File: src/ccp_ctrl_regs.vh
`ifndef CCP_CTRL_REGS_VH
`define CCP_CTRL_REGS_VH

// ----------------------------------------
// Register byte addresses
// ----------------------------------------
`define ADDR_CONTROL_ONE_LOW   4'h0
`define ADDR_CONTROL_ONE_HIGH  4'h4
`define ADDR_CONTROL_TWO_LOW   4'h8
`define ADDR_PERIOD_VALUE      4'hc

// ----------------------------------------
// Reset values and writable masks
// ----------------------------------------
`define RESET_REG16            16'h0000
`define MASK_CONTROL_ONE_LOW   16'h003f
`define MASK_CONTROL_ONE_HIGH  16'hcfff
`define MASK_CONTROL_TWO_LOW   16'hd0ff
`define RESET_PERIOD           16'hffff

// ----------------------------------------
// Field positions
// ----------------------------------------
`define FLD_WIDE               5
`define FLD_CAPSEL             4
`define FLD_PSSRC              15
`define FLD_RETRIG             14
`define FLD_TRIGGERED_TIMEBASE_ENABLE             7
`define FLD_SINGLE_PULSE_TRIGGER            6
`define FLD_ALTERNATE_ALIGN_OUTPUT            5
`define FLD_AUTORST            15
`define FLD_GATEMODE           14
`define FLD_SWSHUT             12

// ----------------------------------------
// Codes
// ----------------------------------------
`define SYNC_NONE              5'h1f
`define CODE_EXTERNAL          4'hf
`define OP_SHOT_BITS           3

`endif

File: src/capture_compare_mode_sync_shutdown.v
// What this block does
// RULE_01 - Capture codes 1,2,3 capture on rising, falling, either edge.
// RULE_02 - Capture code 4 every fourth rise, code 5 every sixteenth rise.
// RULE_03 - Capture code 0 is edge detect on both edges; 011x, 1xxx reserved.
// RULE_04 - Compare code 1111 passes selected capture input as module output.
// RULE_05 - Code 0111 variable frequency, 0110 centre-aligned buffered on full variant.
// RULE_06 - Code 0100 dual edge unbuffered, 0101 dual edge buffered.
// RULE_07 - Single edge: 0001 sets, 0010 clears, 0011 toggles output on match.
// RULE_08 - Code 0000 plain timer, outputs off; 1110, 110x, 10xx reserved.
// RULE_09 - Postscale source bit picks trigger events or period events; capture ignores.
// RULE_10 - Retrigger while running only when retrigger bit set in triggered mode.
// RULE_11 - Interrupt once per N+1 period matches or captures.
// RULE_12 - Capture postscale above 1:4 overflows buffer; only up to 1:4 usable.
// RULE_13 - Trigger enable makes timer wait for sync source; else free running.
// RULE_14 - One-shot runs timer a limited number of periods per trigger.
// RULE_15 - Sync output is rollover event, or alternate signal when bit set.
// RULE_16 - Sync code 11111 means no sync; roll at period or all ones.
// RULE_17 - Five-bit sync select picks the reset or trigger source.
// RULE_18 - Auto-restart clears shutdown flag at next period once input gone.
// RULE_19 - Gate mode delays shutdown to next rollover, else immediate.
// RULE_20 - Software shutdown bit forces a shutdown honouring gate mode.
// RULE_21 - Eight enable bits select comparators, logic cell, fault A and B; the code ignores bits 3 and 4.
// RULE_22 - Capture select bit chooses capture when 1, compare/timer when 0.
// RULE_23 - Width bit selects 32-bit time base when 1, else 16-bit.
// RULE_24 - One-shot extension adds 0 to 7 extra periods.
// RULE_25 - Reserved codes produce no output activity and no captures.
// RULE_26 - Control bits reset to zero; unimplemented bits read zero.
//
// Implementation choices: register access over AXI4-Lite and the address map.
`include "ccp_ctrl_regs.vh"
module capture_compare_mode_sync_shutdown #(
	parameter FULL_VARIANT = 1
)(
	input  wire        aclk,
	input  wire        aresetn,
	input  wire [3:0]  s_axi_awaddr,
	input  wire        s_axi_awvalid,
	output wire        s_axi_awready,
	input  wire [31:0] s_axi_wdata,
	input  wire [3:0]  s_axi_wstrb,
	input  wire        s_axi_wvalid,
	output wire        s_axi_wready,
	output reg  [1:0]  s_axi_bresp,
	output reg         s_axi_bvalid,
	input  wire        s_axi_bready,
	input  wire [3:0]  s_axi_araddr,
	input  wire        s_axi_arvalid,
	output wire        s_axi_arready,
	output reg  [31:0] s_axi_rdata,
	output reg  [1:0]  s_axi_rresp,
	output reg         s_axi_rvalid,
	input  wire        s_axi_rready,
	input  wire [31:0] sync_sources,
	input  wire [7:0]  capture_inputs,
	input  wire [7:0]  shutdown_inputs,
	input  wire        alternate_sync,
	input  wire [31:0] compare_value,
	output reg         module_output,
	output reg         capture_event,
	output reg  [31:0] captured_value,
	output reg         sync_output,
	output reg         module_irq,
	output reg         shutdown_event_flag,
	output reg  [31:0] timer_value,
	output wire        timer_running
);
	// ----------------------------------------
	// Registers
	// ----------------------------------------
	reg  [15:0] control_one_low;
	reg  [15:0] control_one_high;
	reg  [15:0] control_two_low;
	reg  [15:0] period_value;

	wire [3:0] function_code           = control_one_low[3:0];
	wire       capture_vs_compare      = control_one_low[`FLD_CAPSEL];
	wire       wide_timebase           = control_one_low[`FLD_WIDE];
	wire       postscale_event_source  = control_one_high[`FLD_PSSRC];
	wire       retrigger_allow         = control_one_high[`FLD_RETRIG];
	wire [3:0] irq_postscale           = control_one_high[11:8];
	wire       triggered_timebase_enable = control_one_high[`FLD_TRIGGERED_TIMEBASE_ENABLE];
	wire       single_pulse_trigger    = control_one_high[`FLD_SINGLE_PULSE_TRIGGER];
	wire       alternate_align_output  = control_one_high[`FLD_ALTERNATE_ALIGN_OUTPUT];
	wire [4:0] sync_select             = control_one_high[4:0];
	wire       auto_restart_after_shutdown = control_two_low[`FLD_AUTORST];
	wire       shutdown_wait_for_rollover  = control_two_low[`FLD_GATEMODE];
	wire       software_force_shutdown = control_two_low[`FLD_SWSHUT];
	wire [7:0] shutdown_source_enables = control_two_low[7:0];
	// Extension and input select live in spare upper bits of the period word
	reg  [2:0] one_shot_extension;
	reg  [2:0] capture_input_select;

	// ----------------------------------------
	// AXI4-Lite slave
	// ----------------------------------------
	reg         aw_held;
	reg         w_held;
	reg  [3:0]  aw_addr;
	reg  [31:0] w_data;
	reg  [3:0]  w_strb;
	wire        do_write = aw_held & w_held & ~s_axi_bvalid;
	wire [15:0] merged = {w_strb[1] ? w_data[15:8] : 8'h00, w_strb[0] ? w_data[7:0] : 8'h00};
	wire [15:0] keepmsk = {w_strb[1] ? 8'h00 : 8'hff, w_strb[0] ? 8'h00 : 8'hff};

	assign s_axi_awready = ~aw_held;
	assign s_axi_wready  = ~w_held;
	assign s_axi_arready = ~s_axi_rvalid;

	always @(posedge aclk)
	begin
		if (!aresetn)
		begin
			aw_held <= 1'b0;
			w_held  <= 1'b0;
			aw_addr <= 4'h0;
			w_data  <= 32'h00000000;
			w_strb  <= 4'h0;
			s_axi_bvalid <= 1'b0;
			s_axi_bresp  <= 2'h0;
			s_axi_rvalid <= 1'b0;
			s_axi_rresp  <= 2'h0;
			s_axi_rdata  <= 32'h00000000;
			control_one_low  <= `RESET_REG16; // RULE_26
			control_one_high <= `RESET_REG16; // RULE_26
			control_two_low  <= `RESET_REG16; // RULE_26
			period_value     <= `RESET_PERIOD;
			one_shot_extension   <= 3'h0;
			capture_input_select <= 3'h0;
		end
		else
		begin
			if (s_axi_awvalid && !aw_held)
			begin
				aw_held <= 1'b1;
				aw_addr <= s_axi_awaddr;
			end
			if (s_axi_wvalid && !w_held)
			begin
				w_held <= 1'b1;
				w_data <= s_axi_wdata;
				w_strb <= s_axi_wstrb;
			end
			if (do_write)
			begin
				aw_held <= 1'b0;
				w_held  <= 1'b0;
				s_axi_bvalid <= 1'b1;
				s_axi_bresp  <= 2'h0;
				// Unimplemented bits masked so they read zero
				if (aw_addr == `ADDR_CONTROL_ONE_LOW)
					control_one_low <= ((control_one_low & keepmsk) | merged) & `MASK_CONTROL_ONE_LOW; // RULE_26
				else if (aw_addr == `ADDR_CONTROL_ONE_HIGH)
					control_one_high <= ((control_one_high & keepmsk) | merged) & `MASK_CONTROL_ONE_HIGH; // RULE_26
				else if (aw_addr == `ADDR_CONTROL_TWO_LOW)
					control_two_low <= ((control_two_low & keepmsk) | merged) & `MASK_CONTROL_TWO_LOW; // RULE_26
				else if (aw_addr == `ADDR_PERIOD_VALUE)
				begin
					period_value <= (period_value & keepmsk) | merged;
					if (w_strb[2])
					begin
						one_shot_extension   <= w_data[18:16];
						capture_input_select <= w_data[22:20];
					end
				end
				else
					s_axi_bresp <= 2'h2;
			end
			else if (s_axi_bvalid && s_axi_bready)
				s_axi_bvalid <= 1'b0;
			if (s_axi_arvalid && !s_axi_rvalid)
			begin
				s_axi_rvalid <= 1'b1;
				s_axi_rresp  <= 2'h0;
				if (s_axi_araddr == `ADDR_CONTROL_ONE_LOW)
					s_axi_rdata <= {16'h0000, control_one_low};
				else if (s_axi_araddr == `ADDR_CONTROL_ONE_HIGH)
					s_axi_rdata <= {16'h0000, control_one_high};
				else if (s_axi_araddr == `ADDR_CONTROL_TWO_LOW)
					s_axi_rdata <= {15'h0000, shutdown_event_flag, control_two_low};
				else if (s_axi_araddr == `ADDR_PERIOD_VALUE)
					s_axi_rdata <= {9'h000, capture_input_select, 1'b0, one_shot_extension,
						period_value};
				else
				begin
					s_axi_rdata <= 32'h00000000;
					s_axi_rresp <= 2'h2;
				end
			end
			else if (s_axi_rvalid && s_axi_rready)
				s_axi_rvalid <= 1'b0;
		end
	end

	// ----------------------------------------
	// Mode decode
	// ----------------------------------------
	wire in_capture  = capture_vs_compare; // RULE_22
	wire cap_legal   = in_capture & (function_code <= 4'h5); // RULE_03
	wire cmp_single  = ~in_capture & (function_code >= 4'h1) & (function_code <= 4'h3); // RULE_07
	wire cmp_dual    = ~in_capture & (function_code[3:1] == 3'h2); // RULE_06
	wire cmp_center  = ~in_capture & (function_code == 4'h6) & (FULL_VARIANT != 0); // RULE_05
	wire cmp_varfreq = ~in_capture & (function_code == 4'h7); // RULE_05
	wire cmp_extern  = ~in_capture & (function_code == `CODE_EXTERNAL); // RULE_04
	wire cmp_timer   = ~in_capture & (function_code == 4'h0); // RULE_08
	wire sync_legal  = (sync_select <= 5'h05) || (sync_select[4:2] == 3'h2 && sync_select[1:0] != 2'h0)
		|| (sync_select[4:1] == 4'h8) || (sync_select[4:3] == 2'h3 && sync_select[2:0] <= 3'h4)
		|| (sync_select == `SYNC_NONE); // RULE_17
	// Reserved codes stall the timer, the output and the captures
	wire mode_legal  = (cap_legal | cmp_single | cmp_dual | cmp_center | cmp_varfreq
		| cmp_extern | cmp_timer) & sync_legal; // RULE_25

	// ----------------------------------------
	// Sync / trigger and time base
	// ----------------------------------------
	wire sync_in = (sync_select == `SYNC_NONE) ? 1'b0 :
		(sync_select == 5'h00 || sync_select == 5'h01) ? sync_output :
		sync_sources[sync_select]; // RULE_16 RULE_17
	wire [31:0] top = wide_timebase ? 32'hffffffff : {16'h0000, period_value}; // RULE_23 RULE_16
	// A 16-bit timer left above a smaller period still wraps at all ones
	wire        roll = (timer_value == top)
		| (~wide_timebase & (timer_value[15:0] == 16'hffff)); // RULE_16
	reg         armed;
	reg  [2:0]  shots_left;
	wire        gate = shutdown_event_flag & in_capture;
	assign timer_running = mode_legal & (~triggered_timebase_enable | armed) & ~gate; // RULE_13
	wire trigger_ok = triggered_timebase_enable & sync_in & (~armed | retrigger_allow); // RULE_10
	reg  [3:0]  post_count;
	wire        cap_pulse;
	wire        post_event = in_capture ? cap_pulse :
		(postscale_event_source ? (sync_in & triggered_timebase_enable) : (roll & timer_running)); // RULE_09
	// Capture only tolerates up to 1:4 before the buffer overflows
	wire [3:0]  post_limit = in_capture ? {2'h0, irq_postscale[1:0]} : irq_postscale; // RULE_12

	always @(posedge aclk)
	begin
		if (!aresetn)
		begin
			timer_value <= 32'h00000000;
			armed       <= 1'b0;
			shots_left  <= 3'h0;
			sync_output <= 1'b0;
			post_count  <= 4'h0;
			module_irq  <= 1'b0;
		end
		else
		begin
			sync_output <= alternate_align_output ? alternate_sync : (roll & timer_running); // RULE_15
			module_irq  <= 1'b0;
			if (trigger_ok)
			begin
				armed       <= 1'b1;
				shots_left  <= one_shot_extension; // RULE_24
				timer_value <= 32'h00000000;
			end
			else if (timer_running)
			begin
				if (roll || (!triggered_timebase_enable && sync_in))
				begin
					timer_value <= 32'h00000000;
					if (single_pulse_trigger && triggered_timebase_enable)
					begin
						if (shots_left == 3'h0)
							armed <= 1'b0; // RULE_14
						else
							shots_left <= shots_left - 3'h1; // RULE_24
					end
				end
				else
					timer_value <= timer_value + 32'h00000001;
			end
			if (post_event)
			begin
				if (post_count >= post_limit)
				begin
					post_count <= 4'h0;
					module_irq <= 1'b1; // RULE_11
				end
				else
					post_count <= post_count + 4'h1;
			end
		end
	end

	// ----------------------------------------
	// Capture path
	// ----------------------------------------
	wire cap_src = capture_inputs[capture_input_select];

	edge_prescaler #(
		.CNT_W(4)
	) u_edge (
		.aclk          (aclk),
		.aresetn       (aresetn),
		.function_code (function_code),
		.enable        (cap_legal & sync_legal & ~gate),
		.sig_in        (cap_src),
		.capture_pulse (cap_pulse)
	);

	always @(posedge aclk)
	begin
		if (!aresetn)
		begin
			capture_event  <= 1'b0;
			captured_value <= 32'h00000000;
		end
		else
		begin
			capture_event <= cap_pulse;
			if (cap_pulse)
				captured_value <= wide_timebase ? timer_value : {16'h0000, timer_value[15:0]}; // RULE_23
		end
	end

	// ----------------------------------------
	// Shutdown and output
	// ----------------------------------------
	// Bits 3 and 4 have no source and are ignored
	wire shut_req = software_force_shutdown
		| (|(shutdown_source_enables & shutdown_inputs & 8'he7)); // RULE_20 RULE_21
	wire match = (timer_value == compare_value) & timer_running;

	always @(posedge aclk)
	begin
		if (!aresetn)
		begin
			shutdown_event_flag <= 1'b0;
			module_output       <= 1'b0;
		end
		else
		begin
			if (shut_req && (!shutdown_wait_for_rollover || roll)) // RULE_19
				shutdown_event_flag <= 1'b1; // RULE_20
			else if (do_write && aw_addr == `ADDR_CONTROL_TWO_LOW && w_strb[2] && !w_data[16])
				shutdown_event_flag <= 1'b0; // RULE_18
			else if (auto_restart_after_shutdown && !shut_req && roll)
				shutdown_event_flag <= 1'b0; // RULE_18
			if (!mode_legal || shutdown_event_flag || cmp_timer || in_capture)
				module_output <= 1'b0; // RULE_08 RULE_25
			else if (cmp_extern)
				module_output <= cap_src; // RULE_04
			else if (cmp_single && match)
			begin
				case (function_code)
					4'h1: module_output <= 1'b1; // RULE_07
					4'h2: module_output <= 1'b0; // RULE_07
					default: module_output <= ~module_output; // RULE_07
				endcase
			end
			else if (cmp_dual || cmp_center || cmp_varfreq)
			begin
				if (roll)
					module_output <= 1'b1; // RULE_06 RULE_05
				else if (match)
					module_output <= 1'b0; // RULE_06 RULE_05
			end
		end
	end
endmodule

File: src/edge_prescaler.v
// ----------------------------------------
// Capture edge qualifier
// ----------------------------------------
module edge_prescaler #(
	parameter CNT_W = 4
)(
	input  wire       aclk,
	input  wire       aresetn,
	input  wire [3:0] function_code,
	input  wire       enable,
	input  wire       sig_in,
	output reg        capture_pulse
);
	reg             prev_in;
	reg [CNT_W-1:0] rise_count;
	wire            rise = sig_in & ~prev_in;
	wire            fall = ~sig_in & prev_in;
	reg             next_capture;

	always @*
	begin
		next_capture = 1'b0;
		if (enable)
		begin
			case (function_code)
				4'h0: next_capture = rise | fall; // RULE_03
				4'h1: next_capture = rise; // RULE_01
				4'h2: next_capture = fall; // RULE_01
				4'h3: next_capture = rise | fall; // RULE_01
				4'h4: next_capture = rise & (rise_count[1:0] == 2'h3); // RULE_02
				4'h5: next_capture = rise & (rise_count == {CNT_W{1'b1}}); // RULE_02
				default: next_capture = 1'b0; // RULE_03 RULE_25
			endcase
		end
	end

	always @(posedge aclk)
	begin
		if (!aresetn)
		begin
			prev_in       <= 1'b0;
			rise_count    <= {CNT_W{1'b0}};
			capture_pulse <= 1'b0;
		end
		else
		begin
			prev_in       <= sig_in;
			capture_pulse <= next_capture;
			if (!enable)
				rise_count <= {CNT_W{1'b0}};
			else if (rise)
				rise_count <= rise_count + 1'b1;
		end
	end
endmodule

File: config.mk
export PLATFORM = sky130hd
export DESIGN_NAME = capture_compare_mode_sync_shutdown
export DESIGN_NICKNAME = d
export VERILOG_FILES = /design/src/capture_compare_mode_sync_shutdown.v /design/src/edge_prescaler.v
export VERILOG_INCLUDE_DIRS = /design/src
export SDC_FILE = /design/constraint.sdc
export NUM_CORES = 1
export LEC_CHECK = 0
export CAP_MARGIN = 15
export CORE_MARGIN = 2
export CORE_UTILIZATION = 58
export CTS_BUF_LIST = sky130_fd_sc_hd__clkbuf_4 sky130_fd_sc_hd__clkbuf_8 sky130_fd_sc_hd__clkbuf_16
export CTS_CLUSTER_SIZE = 24
export DETAILED_ROUTE_END_ITERATION = 8
export DONT_BUFFER_PORTS = 1
export GPL_ROUTABILITY_DRIVEN = 0
export PLACE_DENSITY_LB_ADDON = 0.05
export SLEW_MARGIN = 30
export SYNTH_ARGS = -nofsm -noshare
export SYNTH_HDL_FRONTEND = slang
export SYNTH_SLANG_ARGS = --single-unit
File: constraint.sdc
create_clock -name aclk -period 2.5 [get_ports aclk]
set_input_delay 0.5 -clock aclk [delete_from_list [all_inputs] [get_ports aclk]]
set_output_delay 0.5 -clock aclk [all_outputs]
set_load 0.02 [all_outputs]
# Yosys cells after proc, flatten, opt, wreduce, memory -nomap -nowiden
# Cells that the tools add are included.
# W data, S select, Z words.
word_totals:
  wordCells: 249
  romBits: 0
  ff_bits: 206
  latch_bits: 0
  ramBits: 0
  inputBits: 132
  n_memories: 0
op_classes:
  add_sub_neg: 4
  magnitude_cmp: 8
  n_div: 0
  shift: 0
  mux: 55
  n_eq_ne: 26
  multipliers: 0
  n_bitwise: 61
  n_reduce_logical: 66
op_table:
  columns: ["operator", "n"]
  rows:
  - ["$mux W32", 3]
  - ["$mux W23", 4]
  - ["$eq A32 B32 Y1", 2]
  - ["$and A16 B16 Y16", 3]
  - ["$or A16 B16 Y16", 3]
  - ["$add A32 B1 Y32 const B", 1]
  - ["$mux W8", 4]
  - ["$eq A4 B4 Y1 const B", 7]
  - ["$and A1 B1 Y1", 25]
  - ["$mux W1", 25]
  - ["$eq A4 B3 Y1 const B", 6]
  - ["$eq A16 B16 Y1 const B", 1]
  - ["$logic_and A1 B1 Y1", 16]
  - ["$mux W2", 8]
  - ["$not A1 Y1", 16]
  - ["$mux W3", 5]
  - ["$reduce_bool A2 Y1", 7]
  - ["$logic_not A4 Y1", 3]
  - ["$logic_or A1 B1 Y1", 12]
  - ["$reduce_and A4 Y1", 3]
  - ["$or A1 B1 Y1", 11]
  - ["$add A4 B1 Y4 const B", 2]
  - ["$and A8 B8 Y8", 1]
  - ["$eq A4 B2 Y1 const B", 2]
  - ["other kinds (33)", 50]

# Longest topological paths before layout
logic_depth:
  ltp_word: 18
  depth_mapped: 12
  mapped_depth_nobuf: 9

# By module
# From an unflattened synthesis, not the netlist that was laid out.
hier_totals:
  hier_cells: 1142
  hier_area_um2: 9575.4
by_module_without_submodules:
  columns: ["module", "cells_per_inst", "instances", "area_per_inst_um2"]
  rows:
  - ["capture_compare_mode_sync_shutdown", 1107, 1, 9265.1]
  - ["edge_prescaler", 35, 1, 310.3]

# Least setup slack after synthesis
# No wires, ideal clock.
synth_path:
  kind: "register -> register"
  start: "reg with a tool-made name"
  end: "reg timer_value[23]"
  arrival_ps: 2468
  setup_time_ps: 119
  path_stages_with_launch: 11
  slack_ps: -87
  path_cell_list: "dfxtp_1 > buf_2 > clkbuf_1 > nand3_1 > o41ai_1 > a31oi_1 > nor4_4 > a211oi_2 > o211ai_4 > buf_12 > nor2_4"
synth_rtl:
  columns: ["element", "line", "rtl"]
  rows:
  - ["end signal: assignment", "capture_compare_mode_sync_shutdown.v:269", "timer_value <= timer_value + 32'h00000001;"]
  - ["end: declaration", "capture_compare_mode_sync_shutdown.v:64", "output reg [31:0] timer_value,"]

==> run_results.csv <==
group,metric,value,unit
worst_setup_path,crit_fanout,6,
synth,synth_common_cells,"193 x dfxtp_1, 144 x nand2_1, 117 x nor2_1, 74 x mux2i_1, 64 x a21oi_1",
routing,vias,8249,
routing,drt-initial-drc-count,648,
timing,finalSetupViolations,36,
power,leakagePower,4.468,nW
timing,fin_ws,-0.05794,ns
worst_setup_path,required,2.82,ns
routing,vias_per_cell,5.918,
timing,relSlewSlack,45.47,%
placement,hpwl,19.13,mm
cts,cts_made_buffers,17,
timing,fin_tns_setup,-1.415,ns
synth,synth-async-reset-ratio,0,%
synth,syn_inst,1124,
power,ir_drop,0.4984,mV
power,comb_power_share,6.1,%
cts,clockRootBuffer,"clkbuf_16",
worst_setup_path,r2r-end,"timer_value[29]",
global_route,globalRouteOverflowTotal,0,
global_route,grt_most_used_layer,"met2",
synth,synth_top_area_share,38.69,%
placement,port_buffers,0,
power,power_switching,1.584,mW
timing,clock_skew,0.01195,ns
power,p_seq_share,51.7,%
synth,postSynthAreaPerCell,8.885,sq um
timing,fmax,0.3909,GHz
floorplan,io_pins,243,
synth,synthFlopType,"dfxtp_1",
worst_setup_path,reg2reg_slack,-0.06,ns
synth,ys_warn_count,0,
finish,design_area,11590,sq um
finish,n_antenna_cell,0,
worst_setup_path,worstSetupEndpointType,"register",
worst_setup_path,max_stage_delay,0.41,ns
cts,clock_sinks,193,
finish,final_cells,1394,
synth,synth.area.top_cells,"dfxtp_1 39%, mux2i_1 7.4%, nand2_1 5.4%, xor2_1 4.6%, nor2_1 4.4%",
power,p_sw_share,25.60,%
floorplan,die_w,135.2,microns
synth,ys_seq_area_share,38.69,%
worst_setup_path,cp_cell_sequence,"buf_8 -> ha_4 -> nor4_4 -> and4_4 -> o21ai_2 -> nor4_2 -> buf_4 -> a211oi_4 -> o211ai_4 -> buf_12 -> clkbuf_16 -> nor2_4",
worst_hold_path,worstHoldPathType,"input port to register",
finish,nets,1321,
global_route,antenna_found_initial,0,
floorplan,core_area,16700,sq um
worst_setup_path,crit_arrival,2.88,ns
placement,postPlaceCellArea,10540,sq um
worst_setup_path,timing_worst_setup_path_type,"register to register",
synth,syn-cell-area,9987,sq um
power,clkPwrFrac,42.2,%
synth,ys_seq_elements,193,
timing,worst_pin_slew,0.8159,ns
routing,dr.pass1.iters,7,
timing,final.period_utilization,102.3,%
placement,dp_cells,1355,
routing,ant_nets,0,
cts,clkSlewWorstSetupHoldPaths,0.08,ns
floorplan,dieArea,18280,sq um
finish,drive_above_1_share,19.85,%
worst_setup_path,crit_slowest_cell,"dfxtp_4",
cts,cts_htree_levels,4,
global_route,grtUsageMet3,5.948,%
routing,drc_errors,0,
worst_setup_path,endpoint,"timer_value[29]",
power,p_per_area,534.0,nW/um^2
cts,clock_tree.buffer_depth,2,
run_status,violations,"negative setup slack",
timing,min_period,2.558,ns
synth,synth_top_cell_by_area,"dfxtp_1",
timing,grt_setup_unrepaired,"yes",
finish,area_delta_synth_final,16.04,%
synth,synth_cell_types,75,
worst_setup_path,start_kind,"register",
synth,synth_edf_count,0,
power,p_int,4.604,mW
routing,routed_wl,26.78,mm
job,maxCapViolations,0,
cts,cts_tree,"built",
timing,drv_slew,0,
synth,yosysMostFrequentCell,"dfxtp_1",
run_status,status,"finished, violations left",
routing,avgRoutedWirePerCell,19.21,microns
placement,place_ws,-0.1672,ns
power,total_power,6.189,mW
floorplan,die_h,135.2,microns
global_route,grt_max_degree,130,
timing,hold_viol_final,0,
worst_setup_path,r2r_cells,12,
cts,insertion_delay,0.44,ns
global_route,grt_use_met1,40.90,%
floorplan,start_util,59.80,%
global_route,grt_pass1_vias,7702,
global_route,grt_pass1_wl,41.70,mm
global_route,grtUsageTotal,29.02,%
floorplan,rows,47,
global_route,grtUsageMet2,45.40,%
## worst min path at each step
stage | startpoint | end | slack (ns) | depth (start not counted)
finish | aresetn | register | 0.15 | 1
detailed placement | w_data[18] | w_data[18] | 0.45 | 2
CTS | aresetn | register | 0.13 | 1
global placement | w_data[18] | w_data[18] | 0.44 | 2
global route | aresetn | register | 0.13 | 1
floorplan | register | register | 0.43 | 2
## cell type report
class,instances,area [sq um]
multi-input combinational,830,5906
fill,1367,5112
inverter,23,91.34
clock inverter,13,123.9
tap,220,275.3
sequential,193,3877
clock buffer,18,439.2
timing repair buffer,97,875.8
## layer usage
metal	part of all wire, %	routed length (microns)
met5	0	0
met4	1.6	434
met3	6.6	1762
met2	46	12260
met1	46	12320
## cells in the final DEF, fill, tap and decap left out, types with 20 or more instances in the layout
cell,count
nor2_1,116
inv_1,20
dfxtp_1,186
nand3_1,51
nand2_1,144
xnor2_1,23
xor2_1,52
mux2i_1,74
a21oi_1,62
buf_4,84
nor3_1,32
nor2_4,31
## kinds of logic (layout without fill, tap and decap cells)
group | Yosys count | in the layout | share of synthesized area [%]
AND/OR/NAND/NOR | 457 | 457 | 23.57
flip-flops | 193 | 193 | 38.69
AO/OA/AOI/OAI | 166 | 166 | 11.48
buffers and inverters | 112 | 151 | 5.663
multiplexers | 93 | 93 | 10.61
XOR/XNOR | 75 | 75 | 6.577
adder cells (fa/ha/maj) | 27 | 27 | 3.383
other | 1 | 12 | 0.03755
## critical path: cells and delay by family (launching register included)
kind | cells | cell delay, ns
buf+inv | 4 | 0.69
flops | 1 | 0.41
fa+ha+maj | 1 | 0.20
simple gates | 4 | 0.82
compound gates | 3 | 0.31
## stage by stage
stage | hold WS, ns | utilization (%)
floorplan | 0.4338 | -
global placement | 0.4441 | 63.08
detailed placement | 0.4497 | 63.08
CTS | 0.1336 | 68.03
global route | 0.1333 | 69.39
finish | 0.1513 | 69.39
## power groups by stage
| stage | clock network, mW | logic [mW] | registers (mW) |
|---|---|---|---|
| after floorplan | 0 | 0.313 | 3.25 |
| after global placement | 0 | 0.346 | 3.27 |
| after detailed placement | 0 | 0.350 | 3.27 |
| after CTS | 2.64 | 0.365 | 3.20 |
| after global routing | 2.76 | 0.412 | 3.21 |
| final | 2.61 | 0.375 | 3.20 |
## timing repair
item / in CTS / in global routing
setup buffers: 5 / 1
gates resized for setup: 33 / 35
pin swaps: 5 / 49
endpoints found under the hold margin: 0 / 0
cloned: 1 / 1
hold buffers: 0 / 0
endpoints found under the setup margin: 43 / 45
No activity file was read; power rests on OpenSTA's default activity.
